==> src/hw/gits_regs.svh <==
// register offsets, field positions and reset values of the grouped irq block
// assumes byte-wide registers on a plain strobe port
`ifndef GITS_REGS_SVH
`define GITS_REGS_SVH

`define GITS_A_CTRL      8'h00
`define GITS_A_IEN       8'h01
`define GITS_A_FLAG      8'h02
`define GITS_A_GRP0      8'h03
`define GITS_A_GRP1      8'h04
`define GITS_A_TICK0_CTL 8'h05
`define GITS_A_TICK1_CTL 8'h06
`define GITS_A_PSC0      8'h07
`define GITS_A_PSC1      8'h08

`define GITS_CTRL_GIE    0
`define GITS_TB_RUN      7
`define GITS_NSRC        6
`define GITS_CNT_W       15
`define GITS_CNT_ALL     15'h7fff
`define GITS_PER_MAX     3'h7
`define GITS_PSC_SYS     2'h0
`define GITS_PSC_DIV4    2'h1
`define GITS_DIV4_LAST   2'h3
`define GITS_RST_BYTE    8'h00

`endif

==> src/hw/gits_pkg.sv <==
// types of the grouped irq and tick source block
// assumes gits_regs.svh for register constants, vector codes are set here
package gits_pkg;

	// vector codes, in fixed priority order, lowest code wins
	typedef enum logic [2:0] {
		GITS_VEC_CMP0  = 3'b000,
		GITS_VEC_CMP1  = 3'b001,
		GITS_VEC_GRP0  = 3'b010,
		GITS_VEC_GRP1  = 3'b011,
		GITS_VEC_TICK0 = 3'b100,
		GITS_VEC_TICK1 = 3'b101
	} gits_vec_t;

	// peripheral event pulses, index is timer module number
	typedef struct packed {
		logic [2:0] timer_match_a;
		logic [2:0] timer_match_p;
		logic       low_voltage;
		logic       eeprom_done;
	} gits_evt_t;

	// core side handshake
	typedef struct packed {
		logic irq_ack;
		logic return_from_irq;
		logic stack_full;
	} gits_core_t;

endpackage

==> src/hw/gits_irq_ctrl.sv <==
// grouped interrupt, comparator and tick interrupt controller
// assumes all inputs synchronous to ref_clk_i, core pulses ack one cycle
//
// Decided for this implementation: the placing of the registers and strobed register access.
`timescale 1ns/1ps
`include "gits_regs.svh"

module gits_irq_ctrl
(
	input  logic                 ref_clk_i,
	input  logic                 rst_n_i,
	input  logic [7:0]           addr_i,
	input  logic [7:0]           wdata_i,
	input  logic                 wr_i,
	input  logic                 rd_i,
	output logic [7:0]           rdata_o,
	input  gits_pkg::gits_evt_t  evt_i,
	input  logic [1:0]           comp_out_i,
	input  logic                 slow_low_clock_i,
	input  gits_pkg::gits_core_t core_i,
	output logic                 irq_req_o,
	output gits_pkg::gits_vec_t  irq_vec_o,
	output logic                 global_irq_enable_o,
	output logic                 wake_o
);

	////////////////////////////////////////////////////////////////////////////
	// helpers

	function automatic logic [14:0] tick_mask(input logic [2:0] per);
		tick_mask = `GITS_CNT_ALL >> (`GITS_PER_MAX - per);
	endfunction

	function automatic gits_pkg::gits_vec_t pick_vec(input logic [5:0] pend);
		if (pend[2])
			pick_vec = gits_pkg::GITS_VEC_CMP0;
		else if (pend[3])
			pick_vec = gits_pkg::GITS_VEC_CMP1;
		else if (pend[0])
			pick_vec = gits_pkg::GITS_VEC_GRP0;
		else if (pend[1])
			pick_vec = gits_pkg::GITS_VEC_GRP1;
		else if (pend[4])
			pick_vec = gits_pkg::GITS_VEC_TICK0;
		else
			pick_vec = gits_pkg::GITS_VEC_TICK1;
	endfunction

	function automatic logic [5:0] vec_bit(input gits_pkg::gits_vec_t v);
		vec_bit = 6'h00;
		case (v)
			gits_pkg::GITS_VEC_CMP0:  vec_bit = 6'h04;
			gits_pkg::GITS_VEC_CMP1:  vec_bit = 6'h08;
			gits_pkg::GITS_VEC_GRP0:  vec_bit = 6'h01;
			gits_pkg::GITS_VEC_GRP1:  vec_bit = 6'h02;
			gits_pkg::GITS_VEC_TICK0: vec_bit = 6'h10;
			default:                  vec_bit = 6'h20;
		endcase
	endfunction

	////////////////////////////////////////////////////////////////////////////
	// state

	// flag and enable bits: 0 grp0, 1 grp1, 2 cmp0, 3 cmp1, 4 tick0, 5 tick1
	logic [5:0]                 flag_q, flag_d;
	logic [5:0]                 ien_q, ien_d;
	logic                       gie_q, gie_d;
	logic [7:0]                 grp0_q, grp0_d;
	logic [7:0]                 grp1_q, grp1_d;
	logic [1:0]                 cmp_prev_q, cmp_prev_d;
	logic [1:0]                 tb_run_q, tb_run_d;
	logic [1:0][2:0]            tb_per_q, tb_per_d;
	logic [1:0][1:0]            tb_src_q, tb_src_d;
	logic [1:0][14:0]           tb_cnt_q, tb_cnt_d;
	logic [1:0]                 div4_q, div4_d;
	logic [7:0]                 rdata_q, rdata_d;
	logic                       req_q, req_d;
	gits_pkg::gits_vec_t        vec_q, vec_d;
	logic                       wake_q, wake_d;

	logic [3:0]                 g0_set, g1_set;
	logic [1:0]                 grp_set;
	logic [1:0]                 cmp_chg;
	logic [1:0]                 tb_tick;
	logic [1:0]                 tb_ovf;
	logic                       taken;
	logic [5:0]                 pend;
	logic                       wr_ctrl, wr_ien, wr_flag, wr_g0, wr_g1;
	logic                       wr_tb0, wr_tb1, wr_ps0, wr_ps1;

	assign rdata_o             = rdata_q;
	assign irq_req_o           = req_q;
	assign irq_vec_o           = vec_q;
	assign global_irq_enable_o = gie_q;
	assign wake_o              = wake_q;

	////////////////////////////////////////////////////////////////////////////
	// write decode

	always_comb
	begin
		wr_ctrl = 1'b0;
		wr_ien  = 1'b0;
		wr_flag = 1'b0;
		wr_g0   = 1'b0;
		wr_g1   = 1'b0;
		wr_tb0  = 1'b0;
		wr_tb1  = 1'b0;
		wr_ps0  = 1'b0;
		wr_ps1  = 1'b0;
		if (!wr_i)
			wr_ctrl = 1'b0;
		else if (addr_i == `GITS_A_CTRL)
			wr_ctrl = 1'b1;
		else if (addr_i == `GITS_A_IEN)
			wr_ien = 1'b1;
		else if (addr_i == `GITS_A_FLAG)
			wr_flag = 1'b1;
		else if (addr_i == `GITS_A_GRP0)
			wr_g0 = 1'b1;
		else if (addr_i == `GITS_A_GRP1)
			wr_g1 = 1'b1;
		else if (addr_i == `GITS_A_TICK0_CTL)
			wr_tb0 = 1'b1;
		else if (addr_i == `GITS_A_TICK1_CTL)
			wr_tb1 = 1'b1;
		else if (addr_i == `GITS_A_PSC0)
			wr_ps0 = 1'b1;
		else if (addr_i == `GITS_A_PSC1)
			wr_ps1 = 1'b1;
	end

	////////////////////////////////////////////////////////////////////////////
	// tick dividers

	always_comb
	begin
		div4_d   = div4_q + 2'h1;
		tb_run_d = tb_run_q;
		tb_per_d = tb_per_q;
		tb_src_d = tb_src_q;
		if (wr_tb0)
		begin
			tb_run_d[0] = wdata_i[`GITS_TB_RUN];
			tb_per_d[0] = wdata_i[2:0];
		end
		if (wr_tb1)
		begin
			tb_run_d[1] = wdata_i[`GITS_TB_RUN];
			tb_per_d[1] = wdata_i[2:0];
		end
		if (wr_ps0)
			tb_src_d[0] = wdata_i[1:0];
		if (wr_ps1)
			tb_src_d[1] = wdata_i[1:0];
		for (int i = 0; i < 2; i++)
		begin
			// source mux: sys, sys/4, slow clock tick
			if (tb_src_q[i] == `GITS_PSC_SYS)
				tb_tick[i] = 1'b1;
			else if (tb_src_q[i] == `GITS_PSC_DIV4)
				tb_tick[i] = (div4_q == `GITS_DIV4_LAST);
			else
				tb_tick[i] = slow_low_clock_i;
			tb_ovf[i] = tb_run_q[i] && tb_tick[i] &&
			            ((tb_cnt_q[i] & tick_mask(tb_per_q[i])) == tick_mask(tb_per_q[i]));
			if (!tb_run_q[i])
				tb_cnt_d[i] = '0;
			else if (tb_tick[i])
				tb_cnt_d[i] = tb_cnt_q[i] + 15'h0001;
			else
				tb_cnt_d[i] = tb_cnt_q[i];
		end
	end

	always_ff @(posedge ref_clk_i or negedge rst_n_i)
	begin
		if (!rst_n_i)
		begin
			div4_q   <= 2'h0;
			tb_run_q <= 2'h0;
			tb_per_q <= '0;
			tb_src_q <= '0;
			tb_cnt_q <= '0;
		end
		else
		begin
			div4_q   <= div4_d;
			tb_run_q <= tb_run_d;
			tb_per_q <= tb_per_d;
			tb_src_q <= tb_src_d;
			tb_cnt_q <= tb_cnt_d;
		end
	end

	////////////////////////////////////////////////////////////////////////////
	// flags, enables and vectoring

	always_comb
	begin
		// member bytes: flags [7:4], enables [3:0]
		g0_set = {evt_i.timer_match_a[0], evt_i.timer_match_p[0],
		          evt_i.timer_match_a[1], evt_i.timer_match_p[1]};
		g1_set = {evt_i.eeprom_done, evt_i.low_voltage,
		          evt_i.timer_match_a[2], evt_i.timer_match_p[2]};
		cmp_chg    = comp_out_i ^ cmp_prev_q;
		cmp_prev_d = comp_out_i;
		taken      = core_i.irq_ack && req_q;

		grp0_d = wr_g0 ? wdata_i : grp0_q;
		grp1_d = wr_g1 ? wdata_i : grp1_q;
		grp0_d[7:4] = grp0_d[7:4] | g0_set;
		grp1_d[7:4] = grp1_d[7:4] | g1_set;
		// a member rising while its enable is set raises the group flag
		grp_set[0] = |(grp0_d[7:4] & ~grp0_q[7:4] & grp0_q[3:0]);
		grp_set[1] = |(grp1_d[7:4] & ~grp1_q[7:4] & grp1_q[3:0]);

		ien_d  = wr_ien ? wdata_i[5:0] : ien_q;
		flag_d = wr_flag ? wdata_i[5:0] : flag_q;
		if (taken)
			flag_d = flag_d & ~vec_bit(vec_q);
		flag_d = flag_d | {tb_ovf, cmp_chg, grp_set};

		gie_d = wr_ctrl ? wdata_i[`GITS_CTRL_GIE] : gie_q;
		if (core_i.return_from_irq)
			gie_d = 1'b1;
		if (taken)
			gie_d = 1'b0;

		pend  = flag_q & ien_q;
		req_d = gie_q && !core_i.stack_full && (|pend) && !taken;
		vec_d = pick_vec(pend);

		wake_d = (|(flag_d & ~flag_q)) ||
		         (|(grp0_d[7:4] & ~grp0_q[7:4])) || (|(grp1_d[7:4] & ~grp1_q[7:4]));

		rdata_d = `GITS_RST_BYTE;
		if (!rd_i)
			rdata_d = `GITS_RST_BYTE;
		else if (addr_i == `GITS_A_CTRL)
			rdata_d = {7'h00, gie_q};
		else if (addr_i == `GITS_A_IEN)
			rdata_d = {2'h0, ien_q};
		else if (addr_i == `GITS_A_FLAG)
			rdata_d = {2'h0, flag_q};
		else if (addr_i == `GITS_A_GRP0)
			rdata_d = grp0_q;
		else if (addr_i == `GITS_A_GRP1)
			rdata_d = grp1_q;
		else if (addr_i == `GITS_A_TICK0_CTL)
			rdata_d = {tb_run_q[0], 4'h0, tb_per_q[0]};
		else if (addr_i == `GITS_A_TICK1_CTL)
			rdata_d = {tb_run_q[1], 4'h0, tb_per_q[1]};
		else if (addr_i == `GITS_A_PSC0)
			rdata_d = {6'h00, tb_src_q[0]};
		else if (addr_i == `GITS_A_PSC1)
			rdata_d = {6'h00, tb_src_q[1]};
	end

	always_ff @(posedge ref_clk_i or negedge rst_n_i)
	begin
		if (!rst_n_i)
		begin
			flag_q     <= 6'h00;
			ien_q      <= 6'h00;
			gie_q      <= 1'b0;
			grp0_q     <= 8'h00;
			grp1_q     <= 8'h00;
			cmp_prev_q <= 2'h0;
			req_q      <= 1'b0;
			vec_q      <= gits_pkg::GITS_VEC_CMP0;
			wake_q     <= 1'b0;
			rdata_q    <= 8'h00;
		end
		else
		begin
			flag_q     <= flag_d;
			ien_q      <= ien_d;
			gie_q      <= gie_d;
			grp0_q     <= grp0_d;
			grp1_q     <= grp1_d;
			cmp_prev_q <= cmp_prev_d;
			req_q      <= req_d;
			vec_q      <= vec_d;
			wake_q     <= wake_d;
			rdata_q    <= rdata_d;
		end
	end

	////////////////////////////////////////////////////////////////////////////
	// checks

	property p_grp_serv_clear;
		@(posedge ref_clk_i) disable iff (!rst_n_i)
		taken && vec_q == gits_pkg::GITS_VEC_GRP0 && !grp_set[0]
		|=> !flag_q[0] && !gie_q;
	endproperty
	a_grp_serv_clear: assert property (p_grp_serv_clear)
		else $error("group flag or global enable not cleared on service");

	property p_member_kept;
		@(posedge ref_clk_i) disable iff (!rst_n_i)
		taken && !wr_g0 |=> (grp0_q[7:4] & $past(grp0_q[7:4])) == $past(grp0_q[7:4]);
	endproperty
	a_member_kept: assert property (p_member_kept)
		else $error("member flag cleared by group service");

	property p_no_req_without_gie;
		@(posedge ref_clk_i) disable iff (!rst_n_i)
		!gie_q || core_i.stack_full |=> !irq_req_o;
	endproperty
	a_no_req_without_gie: assert property (p_no_req_without_gie)
		else $error("request raised without global enable or stack room");

	property p_cmp_change;
		@(posedge ref_clk_i) disable iff (!rst_n_i)
		comp_out_i[0] != cmp_prev_q[0] |=> flag_q[2] && cmp_prev_q[0] == $past(comp_out_i[0]);
	endproperty
	a_cmp_change: assert property (p_cmp_change)
		else $error("comparator change did not set flag");

	property p_cmp_serv;
		@(posedge ref_clk_i) disable iff (!rst_n_i)
		taken && vec_q == gits_pkg::GITS_VEC_CMP0 && !cmp_chg[0] |=> !flag_q[2] && !gie_q;
	endproperty
	a_cmp_serv: assert property (p_cmp_serv)
		else $error("comparator service did not clear flag");

	property p_tick_set;
		@(posedge ref_clk_i) disable iff (!rst_n_i)
		tb_ovf[0] |=> flag_q[4];
	endproperty
	a_tick_set: assert property (p_tick_set)
		else $error("tick overflow lost");

	property p_tick_stop;
		@(posedge ref_clk_i) disable iff (!rst_n_i)
		!tb_run_q[1] && !wr_tb1 |=> tb_cnt_q[1] == 15'h0000 && !tb_ovf[1];
	endproperty
	a_tick_stop: assert property (p_tick_stop)
		else $error("tick divider ran while disabled");

	property p_return_from_irq;
		@(posedge ref_clk_i) disable iff (!rst_n_i)
		core_i.return_from_irq && !taken |=> gie_q;
	endproperty
	a_return_from_irq: assert property (p_return_from_irq)
		else $error("return did not restore global enable");

	property p_wake;
		@(posedge ref_clk_i) disable iff (!rst_n_i)
		$rose(flag_q[5]) |-> wake_o;
	endproperty
	a_wake: assert property (p_wake)
		else $error("flag rise without wake request");

	property p_psc_read;
		@(posedge ref_clk_i) disable iff (!rst_n_i)
		rd_i && addr_i == `GITS_A_PSC0 |=> rdata_o[7:2] == 6'h00 && rdata_o[1:0] == tb_src_q[0];
	endproperty
	a_psc_read: assert property (p_psc_read)
		else $error("prescaler select read wrong");

	property p_prio;
		@(posedge ref_clk_i) disable iff (!rst_n_i)
		(flag_q[2] && ien_q[2] && flag_q[4] && ien_q[4]) |=> irq_vec_o == gits_pkg::GITS_VEC_CMP0;
	endproperty
	a_prio: assert property (p_prio)
		else $error("priority order violated");

endmodule

==> config.mk <==
export PLATFORM = sky130hd
export DESIGN_NAME = gits_irq_ctrl
export DESIGN_NICKNAME = d
export VERILOG_FILES = /design/src/hw/gits_pkg.sv /design/src/hw/gits_irq_ctrl.sv
export VERILOG_INCLUDE_DIRS = /design/src /design/src/hw
export SDC_FILE = /design/constraint.sdc
export NUM_CORES = 1
export LEC_CHECK = 0
export BUFFER_PORTS_ARGS = -buffer_cell sky130_fd_sc_hd__buf_2
export CORE_MARGIN = 4
export CORE_UTILIZATION = 64
export DETAILED_ROUTE_END_ITERATION = 10
export PLACE_DENSITY_LB_ADDON = 0.08
export SYNTH_ARGS = -nofsm -noshare
export SYNTH_HDL_FRONTEND = slang
export SYNTH_SLANG_ARGS = --single-unit
==> constraint.sdc <==
create_clock -name ref_clk_i -period 3.7 [get_ports ref_clk_i]
set_input_delay 0.555 -clock ref_clk_i [delete_from_list [all_inputs] [get_ports ref_clk_i]]
set_output_delay 0.555 -clock ref_clk_i [all_outputs]
set_load 0.05 [all_outputs]
Word-level counts from Yosys, hierarchy flattened

Index checks and enable logic that the tools add are counted.

$add $sub $neg: 5
Equal/unequal tests: 19
Shifts and indexed selects: 2
Muxes and demuxes: 86
Bitwise operators: 17
Reduce and logical (&&, ||, !) cells: 23

Operator list:

| kind                    | count |
|---|---|
| $mux W8                 | 10 |
| $mux W1                 | 62 |
| $mux W15                | 4 |
| $eq A8 B3 Y1 const B    | 4 |
| $add A15 B1 Y15 const B | 2 |
| $and A15 B15 Y15        | 2 |
| $eq A15 B15 Y1          | 2 |
| $pmux W6 S5             | 1 |
| $shr A15 B3 Y15 const A | 2 |
| $and A6 B6 Y6           | 3 |
| $mux W6                 | 3 |
| $and A4 B4 Y4           | 4 |
| $eq A8 B2 Y1 const B    | 2 |
| $reduce_or A4 Y1        | 4 |
| $mux W3                 | 4 |
| $not A6 Y6              | 2 |
| $reduce_or A6 Y1        | 2 |
| $eq A8 B1 Y1 const B    | 1 |
| $eq A8 B4 Y1 const B    | 1 |
| $logic_and A1 B1 Y1     | 8 |
| $logic_not A8 Y1        | 1 |
| $not A4 Y4              | 2 |
| $or A4 B4 Y4            | 2 |
| $eq A3 B2 Y1 const B    | 2 |
| 15 further kinds        | 22 |

Flip-flop bits (word level): 88
Input port bits: 34
Output and inout bits: 14
Logic and storage cells: 173

Longest topological paths before layout

Gate-level depths: netlist of the first run.

Depth after elaboration: 17
Mapped depth: 8
Mapped depth without buffers: 7

Worst setup path after synthesis of the first run

No wires, ideal clock.

Path type: input to register
Start: in addr_i[5]
End: reg gie_q (netlist: global_irq_enable_o)
Library setup time: 119 ps
Data arrival time: 2052 ps
Data required time: 3581 ps
Setup slack: 1529 ps
Cell stages on the path: 5
Path buffers: 0
Path through: or4_4 -> or3_4 -> nor2b_1 -> mux2_2 -> o21a_1

Longest elaborated chain between the ends: 4

RTL lines:

| item                         | RTL line             | RTL |
|---|---|---|
| from (decl)                  | gits_irq_ctrl.sv:12  | `input logic [7:0] addr_i,` |
| $logic_not A8 Y1 (no line)   | --                   |  |
| $mux W1                      | gits_irq_ctrl.sv:113 | `` else if (addr_i == `GITS_A_CTRL) `` |
| $mux W1                      | gits_irq_ctrl.sv:111 | `if (!wr_i)` |
| $reduce_bool A3 Y1 (no line) | --                   |  |
| to (signal assigned)         | gits_irq_ctrl.sv:279 | `gie_q <= gie_d;` |
| to (decl)                    | gits_irq_ctrl.sv:67  | `logic gie_q, gie_d;` |

Every way passes these cells.
A chain may end at the register's enable or synchronous reset.

Worst setup path after layout of the first run

Start: in addr_i[1]
End: reg wake_q (netlist: wake_o)

Longest elaborated chain between the ends: 17
Elaborated cells on any way between the ends: 40
Classes of those cells: eq/ne: 4; mux: 19; bitwise: 9; reduce/logical: 8

RTL lines:

| item                   | RTL line             | RTL |
|---|---|---|
| $eq A8 B3 Y1 (no line) | --                   |  |
| $mux W1                | gits_irq_ctrl.sv:121 | `` else if (addr_i == `GITS_A_GRP1) `` |
| $mux W1                | gits_irq_ctrl.sv:119 | `` else if (addr_i == `GITS_A_GRP0) `` |
| $mux W1                | gits_irq_ctrl.sv:117 | `` else if (addr_i == `GITS_A_FLAG) `` |
| $mux W1                | gits_irq_ctrl.sv:115 | `` else if (addr_i == `GITS_A_IEN) `` |
| $mux W1                | gits_irq_ctrl.sv:113 |  |
| $mux W1                | gits_irq_ctrl.sv:111 |  |
| $mux W8                | gits_irq_ctrl.sv:211 | `grp1_d = wr_g1 ? wdata_i : grp1_q;` |
| (+3 left out)          | --                   |  |
| $reduce_or A4 Y1       | gits_irq_ctrl.sv:216 | `grp_set[1] = \|(grp1_d[7:4] & ~grp1_q[7:4] & grp1_q[3:0]);` |
| $or A6 B6 Y6 (*)       | gits_irq_ctrl.sv:222 | `flag_d = flag_d \| {tb_ovf, cmp_chg, grp_set};` |
| via flag_d[1]          | gits_irq_ctrl.sv:65  | `logic [5:0] flag_q, flag_d;` |
| $and A6 B6 Y6 (*)      | gits_irq_ctrl.sv:234 | `wake_d = (\|(flag_d & ~flag_q)) \|\|` |
| $reduce_or A6 Y1 (*)   | gits_irq_ctrl.sv:234 |  |
| $logic_or A1 B1 Y1 (*) | gits_irq_ctrl.sv:234 |  |
| $logic_or A1 B1 Y1 (*) | gits_irq_ctrl.sv:235 | `(\|(grp0_d[7:4] & ~grp0_q[7:4])) \|\| (\|(grp1_d[7:4] & ~grp1_q[7:4]));` |
| via wake_d             | gits_irq_ctrl.sv:79  | `logic wake_q, wake_d;` |
| to (signal assigned)   | gits_irq_ctrl.sv:285 | `wake_q <= wake_d;` |
| to (decl)              | gits_irq_ctrl.sv:79  |  |

Mark *: on every way through the listed nets, which the timed path passes. The rest lies on a longest branch.

==> results of run 1 <==
[per-layer routing]
layer  vias to the layer above  wire, µm
met5                         -         0
met4                         0       274
met3                        25       885
met2                       158      5100
met1                      1868      5200
li1                       1783         -
[final cells by class]
| type | count | area [µm²] | area share [%] |
|---|---|---|---|
| repair buffers | 49 | 253 | 4.85 |
| inverters | 16 | 60.1 | 1.15 |
| multi-input cells | 344 | 2380 | 45.6 |
| flip-flops and latches | 88 | 2200 | 42.2 |
| clock inverters | 4 | 53.8 | 1.03 |
| clock buffers | 11 | 141 | 2.71 |
| well taps | 99 | 124 | 2.38 |
[synth_stat cells, types with 3 or more instances]
cell	count	share of area (%)
dfrtp_1	88	47
nand2_1	35	2.8
mux2_2	28	6.7
and2_1	24	3.2
nor2_1	22	1.7
nand3_1	20	2.1
o21ai_0	19	2.0
a21oi_1	17	1.8
xnor2_1	17	3.2
inv_1	16	1.3
nor2b_1	16	2.1
and3_1	10	1.3
nand4_1	10	1.3
xor2_1	10	1.9
clkbuf_1	9	0.71
a22oi_1	8	1.3
a211o_1	7	1.3
mux2i_1	7	1.5
nor3b_1	7	1.1
a211oi_1	5	0.79
o22ai_1	5	0.66
or3_1	5	0.66
a21boi_0	4	0.64
a21o_1	4	0.64
buf_2	4	0.42
nor4_1	4	0.53
o21a_1	4	0.64
a221oi_1	3	0.56
a22o_1	3	0.56
a31oi_1	3	0.40
a41oi_1	3	0.56
ha_1	3	0.79
nand2b_1	3	0.40
nor3_1	3	0.32
o21bai_1	3	0.48
[logic make-up (layout without fill, tap and decap cells)]
| family | count (synthesis) | after routing |
|---|---|---|
| AND/OR/NAND/NOR | 173 | 173 |
| adder cells (fa/ha/maj) | 3 | 3 |
| AO/OA/AOI/OAI | 106 | 106 |
| XOR/XNOR | 27 | 27 |
| multiplexers | 35 | 35 |
| flip-flops | 88 | 88 |
| buffers and inverters | 33 | 80 |
[sequential cells by signal (all words and copies together) (netlist names)]
register / cells
cmp_prev_q: 2
ien_q: 6
global_irq_enable_o: 1
grp1_q: 8
rdata_o: 8
tb_cnt_q: 30
wake_o: 1
tb_src_q: 4
grp0_q: 8
irq_req_o: 1
div4_q: 2
flag_q: 6
tb_run_q: 2
tb_per_q: 6
irq_vec_o: 3
[through the flow]
stage               instance area (µm²)  hold WS, ps  instances  utilization [%]
floorplan                          4730          259        465                -
global placement                   5020          412        596             69.6
detailed placement                 5020          426        596             69.6
CTS                                5210          324        611             72.3
global route                       5210          334        611             72.3
finish                             5210          334        611             72.3
[worst max path at each step]
stage          startpoint                              end  slack (ps)  cells past startpoint
6_report        addr_i[1]                 wake_o$_DFF_PN0_        1190                      7
5_1_grt         addr_i[1]                 wake_o$_DFF_PN0_        1080                      7
4_1_cts         addr_i[1]                 wake_o$_DFF_PN0_        1280                      7
3_5_place_dp    addr_i[1]                 wake_o$_DFF_PN0_         900                      7
3_3_place_gp    addr_i[1]                 wake_o$_DFF_PN0_        1020                      7
2_1_floorplan   addr_i[5]  global_irq_enable_o$_DFFE_PN0P_        1530                      5
[where the power goes]
part           total [µW]  leakage, µW  internal [µW]  switching [µW]
combinational         194      0.00111           67.9             126
sequential           1020      0.00114            987            29.9
clock                 659    0.0000920            329             330
total                1870      0.00235           1380             486
==> metrics.csv, run 1 <==
stage,metric,value,unit
synthesis,ys_ff_latch,88,
die,initial_utilization,65.5,%
route,avgRoutedWirePerCell,18.8,µm
synthesis,synth.avg_cell_area,10.2,µm²
worst_setup_path,ff2ff_setup_slack,1640,ps
route,via_count,3834,
grt,grt_use_total,27.8,%
die,die_height,93.9,µm
layout,nNetsFinal,545,
clock_tree,root_buffer,clkbuf_8,
route,vias_per_cell,6.27,
layout,final_cell_mix,"dfrtp_1, buf_2, nand2_1",
synthesis,synth_compound_area_share,15.7,%
layout,nFillCells,598,
worst_setup_path,worst_r2r_endpoint,tb_cnt_q[26]$_DFFE_PN0P_,
layout,syn2layout_area_growth,10.3,%
clock_tree,post_cts.repair.setup_buffers,0,
synthesis,synthesis.nets,502,
route,ant_nets,0,
worst_setup_path,cp.arrival,2730,ps
min_path,hold_end,cmp_prev_q[0]$_DFF_PN0_,
die,core_area,7210,µm²
clock_tree,clock_latency,350,ps
sta,fin_ws,1190,ps
pwr,powerDensity,359,nW/µm²
grt,first_global_vias,3730,
sta,worst_pin_slew,1080,ps
worst_setup_path,cp.buffers_inverters,1,
worst_setup_path,path_delay_family,simple AND/OR/NAND/NOR gates,
clock_tree,cts_buffers,9,
synthesis,synth_warnings,0,
layout,layout_commonest_cell,dfrtp_1,
die,ios,48,
synthesis,synth.cell_area,4730,µm²
run_status,outcome,"finished, final reports clean",
worst_setup_path,path_class,in2reg,
sta,period_minus_slack,2510,ps
clock_tree,htree_num_levels,3,
grt,met1_usage,40.7,%
synthesis,synth_cell_type_count,65,
synthesis,synth-xor-area-share,5.00,%
placed_design,dp_hpwl,8.18,mm
placed_design,portBuffers,47,
sta,skew,6.36,ps
clock_tree,tritoncts,yes,
clock_tree,cts.sinks,88,
worst_setup_path,crit_path_max_fanout,25,
sta,min_period_over_period,67.8,%
synthesis,synthArstFlopShare,100,%
layout,n_antenna_cell,0,
die,dieArea,8820,µm²
sta,slew_headroom,28.1,%
worst_setup_path,max_stage_delay,500,ps
placed_design,dp_slack,899,ps
sta,hold_viol_final,0,
synthesis,yosys.area_share.adder,0.794,%
pwr,total_leakage_power,0.00235,µW
sta,finalSetupTns,0,ps
worst_setup_path,cp.required,3930,ps
clock_tree,clkTransAtPathRegs,80,ps
sta,rsz0062_at_grt,no,
placed_design,place.gp.congestion,0.922,
grt,met2_usage,40.7,%
worst_setup_path,cp_cell_sequence,buf_2 -> nor2b_1 -> nand3_2 -> mux2_2 -> a211o_1 -> a22oi_1 -> nand4_1,
worst_setup_path,crit_path_end_kind,register,
grt,grt_max_degree,89,
pwr,ir_drop,177,µV
layout,drive_above_1_share,19.5,%
sta,final_max_slew_viol_count,0,
min_path,min_from,comp_out_i[0],
synthesis,yosysSeqAreaShare,46.6,%
clock_tree,clk_path_buf_depth,2,
min_path,hold_depth,1,
die,rows,31,
route,wirelength,11.5,mm
min_path,hold_class,in2reg,
synthesis,synth-simple-area-share,20.7,%
route,drt_iter0_markers,338,
die,die_x,93.9,µm
synthesis,synth_edf_count,0,
grt,grt-busiest-layer,met1,
synthesis,synth_top_family_by_area,simple AND/OR/NAND/NOR gates,
clock_tree,ctsResizeCount,0,
worst_setup_path,ff2ff_path_depth,7,
worst_setup_path,r2r-start,div4_q[0]$_DFF_PN0_,
pwr,finalPower,1870,µW
sta,finalSetupViolCount,0,
grt,overflow,0,
route,dr.pass1.iters,6,
worst_setup_path,startpoint_type,input pin,
grt,met3_usage,5.85,%
grt,grt_antenna_before_repair,0,
worst_setup_path,crit_slowest_cell,nor2b_1,
sta,fmax,399,MHz
grt,grt_pass1_wl,18.9,mm
route,drc,0,
synthesis,muxShareOfSynthArea,8.15,%
synthesis,synth_flop_cell,dfrtp_1,
job,max_cap_viol_count,0,
clock_tree,hold_buffers,0,
synthesis,synth_cells,465,
(Power assumes the default switching activity.)
==> run 2, diff against run 1 <==
--- a/config.mk
+++ b/config.mk
@@ -8,7 +8,7 @@
 export LEC_CHECK = 0
 export BUFFER_PORTS_ARGS = -buffer_cell sky130_fd_sc_hd__buf_2
 export CORE_MARGIN = 4
-export CORE_UTILIZATION = 64
+export CORE_UTILIZATION = 59
 export DETAILED_ROUTE_END_ITERATION = 10
 export PLACE_DENSITY_LB_ADDON = 0.08
 export SYNTH_ARGS = -nofsm -noshare
==> constraint.sdc (replaced) <==
create_clock -name ref_clk_i -period 2.5 [get_ports ref_clk_i]
set_input_delay 0.375 -clock ref_clk_i [delete_from_list [all_inputs] [get_ports ref_clk_i]]
set_output_delay 0.375 -clock ref_clk_i [all_outputs]
set_load 0.05 [all_outputs]
==> run 2 against run 1 <==
  * Via count increased by 0.23%
  * Flip-flop and latch count did not move
  * Combinational power up 54%
  * Clock skew increased by 2.7 ps
  * Total power up 46%
  * Register-to-register slack worse by 1200 ps
  * Design area is 1.3% higher
  * Worst hold slack got worse by 190 ps
  * Critical path depth stayed put
==> metrics.csv, run 2 (synthesis results as in run 1) <==
stage,metric,value,unit,change
clock_tree,clkTransAtPathRegs,90,ps,about the same
clock_tree,ctsResizeCount,0,,unchanged
sta,min_period_over_period,83.4,%,
sta,fmax,480,MHz,
clock_tree,cts.sinks,88,,unchanged
pwr,powerDensity,515,nW/µm²,+44%
worst_setup_path,path_delay_family,simple AND/OR/NAND/NOR gates,,
sta,finalSetupTns,0,ps,unchanged
clock_tree,clk_path_buf_depth,2,,unchanged
worst_setup_path,ff2ff_path_depth,7,,unchanged
layout,syn2layout_area_growth,11.8,%,
die,die_height,97.5,µm,+3.8%
run_status,outcome,"finished, final reports clean",,
worst_setup_path,cp.buffers_inverters,0,,-1
sta,final_max_slew_viol_count,0,,unchanged
sta,skew,9.10,ps,+2.74 ps
sta,worst_pin_slew,503,ps,-576 ps
layout,nNetsFinal,554,,+1.7%
layout,largest_reg_flops,30,,unchanged
route,ant_nets,0,,unchanged
route,via_count,3843,,+0.23%
placed_design,portBuffers,47,,unchanged
sta,period_minus_slack,2080,ps,
route,dr.pass1.iters,5,,-1
clock_tree,cts_buffers,9,,unchanged
layout,regArea,2200,µm²,unchanged
die,rows,32,,+3.2%
sta,slew_headroom,66.5,%,+38 points
worst_setup_path,max_stage_delay,400,ps,-100 ps
clock_tree,root_buffer,clkbuf_8,,
worst_setup_path,crit_path_end_kind,register,,
worst_setup_path,cp.required,2740,ps,-1190 ps
worst_setup_path,path_depth,7,,unchanged
grt,overflow,0,,unchanged
pwr,ir_drop,462,µV,+160%
placed_design,dp_hpwl,8.60,mm,+5.1%
min_path,hold_class,in2reg,,
worst_setup_path,crit_slowest_cell,dfrtp_1,,
grt,grt_pass1_wl,19.2,mm,+1.3%
die,core_area,7770,µm²,+7.7%
sta,rsz0062_at_grt,no,,
grt,grt_use_total,25.2,%,-2.6 points
sta,hold_viol_final,0,,unchanged
clock_tree,clock_latency,370,ps,+20 ps
clock_tree,htree_num_levels,3,,unchanged
layout,n_antenna_cell,0,,unchanged
route,avgRoutedWirePerCell,18.7,µm,-0.32%
sta,timing.hold.ws,140,ps,-194 ps
grt,first_global_vias,3749,,+0.51%
layout,drive_above_1_share,21.1,%,+1.5 points
worst_setup_path,crit_path_max_fanout,5,,-80%
placed_design,place.gp.congestion,0.921,,-0.14%
layout,multi_input_area,2380,µm²,unchanged
worst_setup_path,startpoint_type,register,,
layout,layout_commonest_cell,dfrtp_1,,
grt,grt_max_degree,52,,-42%
route,wirelength,11.7,mm,+1.8%
job,max_cap_viol_count,0,,unchanged
route,drt_iter0_markers,215,,-36%
layout,final_cell_mix,"dfrtp_1, buf_2, nand2_1",,
sta,finalSetupViolCount,0,,unchanged
grt,grt_antenna_before_repair,0,,unchanged
die,dieArea,9510,µm²,+7.7%
layout,top_register,tb_cnt_q,,
pwr,total_leakage_power,0.00240,µW,+2.0%
worst_setup_path,path_class,reg2reg,,
worst_setup_path,cp_cell_sequence,ha_1 -> nor3b_1 -> nand4bb_1 -> nor2_1 -> and4b_1 -> o21bai_1 -> nand4_1,,
layout,nFillCells,650,,+8.7%
die,ios,48,,unchanged
clock_tree,tritoncts,yes,,
min_path,hold_depth,1,,unchanged
die,die_x,97.5,µm,+3.8%
route,drc,0,,unchanged
route,vias_per_cell,6.16,,-1.9%
die,initial_utilization,60.8,%,-4.7 points
worst_setup_path,cp.arrival,2330,ps,-400 ps
[run 2: changes by cell type in the layout (fill, tap and decap cells not counted)]
cell           change
clkinvlp_4         -1
clkbuf_1           -1
clkinv_4           +1
dlygate4sd3_1      +1
inv_6              +1
buf_12             +1
inv_8              +1
bufinv_16          -1
buf_4              +7
clkinv_2           +2
clkbuf_8           -1
[run 2: timing repair]
item | 4_1_cts | 5_1_grt
hold endpoints to repair | 37 | 0
buffers inserted | 0 | 0
endpoints found under the setup margin | 0 | 0
hold buffers | 1 | 0
[run 2: path summary, 6_finish.rpt]
| kind | startpoint | endpoint | slack, ps |
|---|---|---|---|
| min in group asynchronous | rst_n_i | tb_cnt_q[18]$_DFFE_PN0P_ | 520 |
| max in group asynchronous | rst_n_i | grp0_q[2]$_DFFE_PN0N_ | 1350 |
| worst max-delay path | div4_q[0]$_DFF_PN0_ | wake_o$_DFF_PN0_ | 420 |
| worst max register to register | div4_q[0]$_DFF_PN0_ | wake_o$_DFF_PN0_ | 420 |
| worst min-delay path | comp_out_i[1] | cmp_prev_q[1]$_DFF_PN0_ | 140 |
| worst min register to register | div4_q[0]$_DFF_PN0_ | div4_q[0]$_DFF_PN0_ | 450 |
[run 2: where the power goes]
group          internal, µW  switching, µW
clock network           373            545
logic                   109            190
registers              1460           43.7
total                  1940            778
[run 2: metal layers]
metal / vias up / global-route usage [%] / share of wire [%] / wire length, µm
met5: - / 0 / 0 / 0
met4: 0 / 4.58 / 0.96 / 112
met3: 11 / 7.18 / 8.3 / 974
met2: 173 / 38.6 / 45 / 5300
met1: 1861 / 36.2 / 45 / 5290
li1: 1798 / - / - / -
[run 2: area by class of cell]
class / instances / share of cell area (%)
Multi-Input combinational cell: 344 / 45.0
Inverter: 16 / 1.14
Clock buffer: 9 / 2.34
Tap cell: 102 / 2.42
Sequential cell: 88 / 41.7
Timing Repair Buffer: 58 / 6.35
Clock inverter: 7 / 1.04
[run 2: stage by stage]
step	setup WS, ps	area (µm²)	util (%)	total power, µW	std cells
global placement	292	5090	65.6	1820	607
detailed placement	254	5090	65.6	1830	607
CTS	448	5280	68.0	2740	624
global route	267	5280	68.0	2850	624
floorplan	509	4730	-	1690	465
finish	415	5280	68.0	2720	624
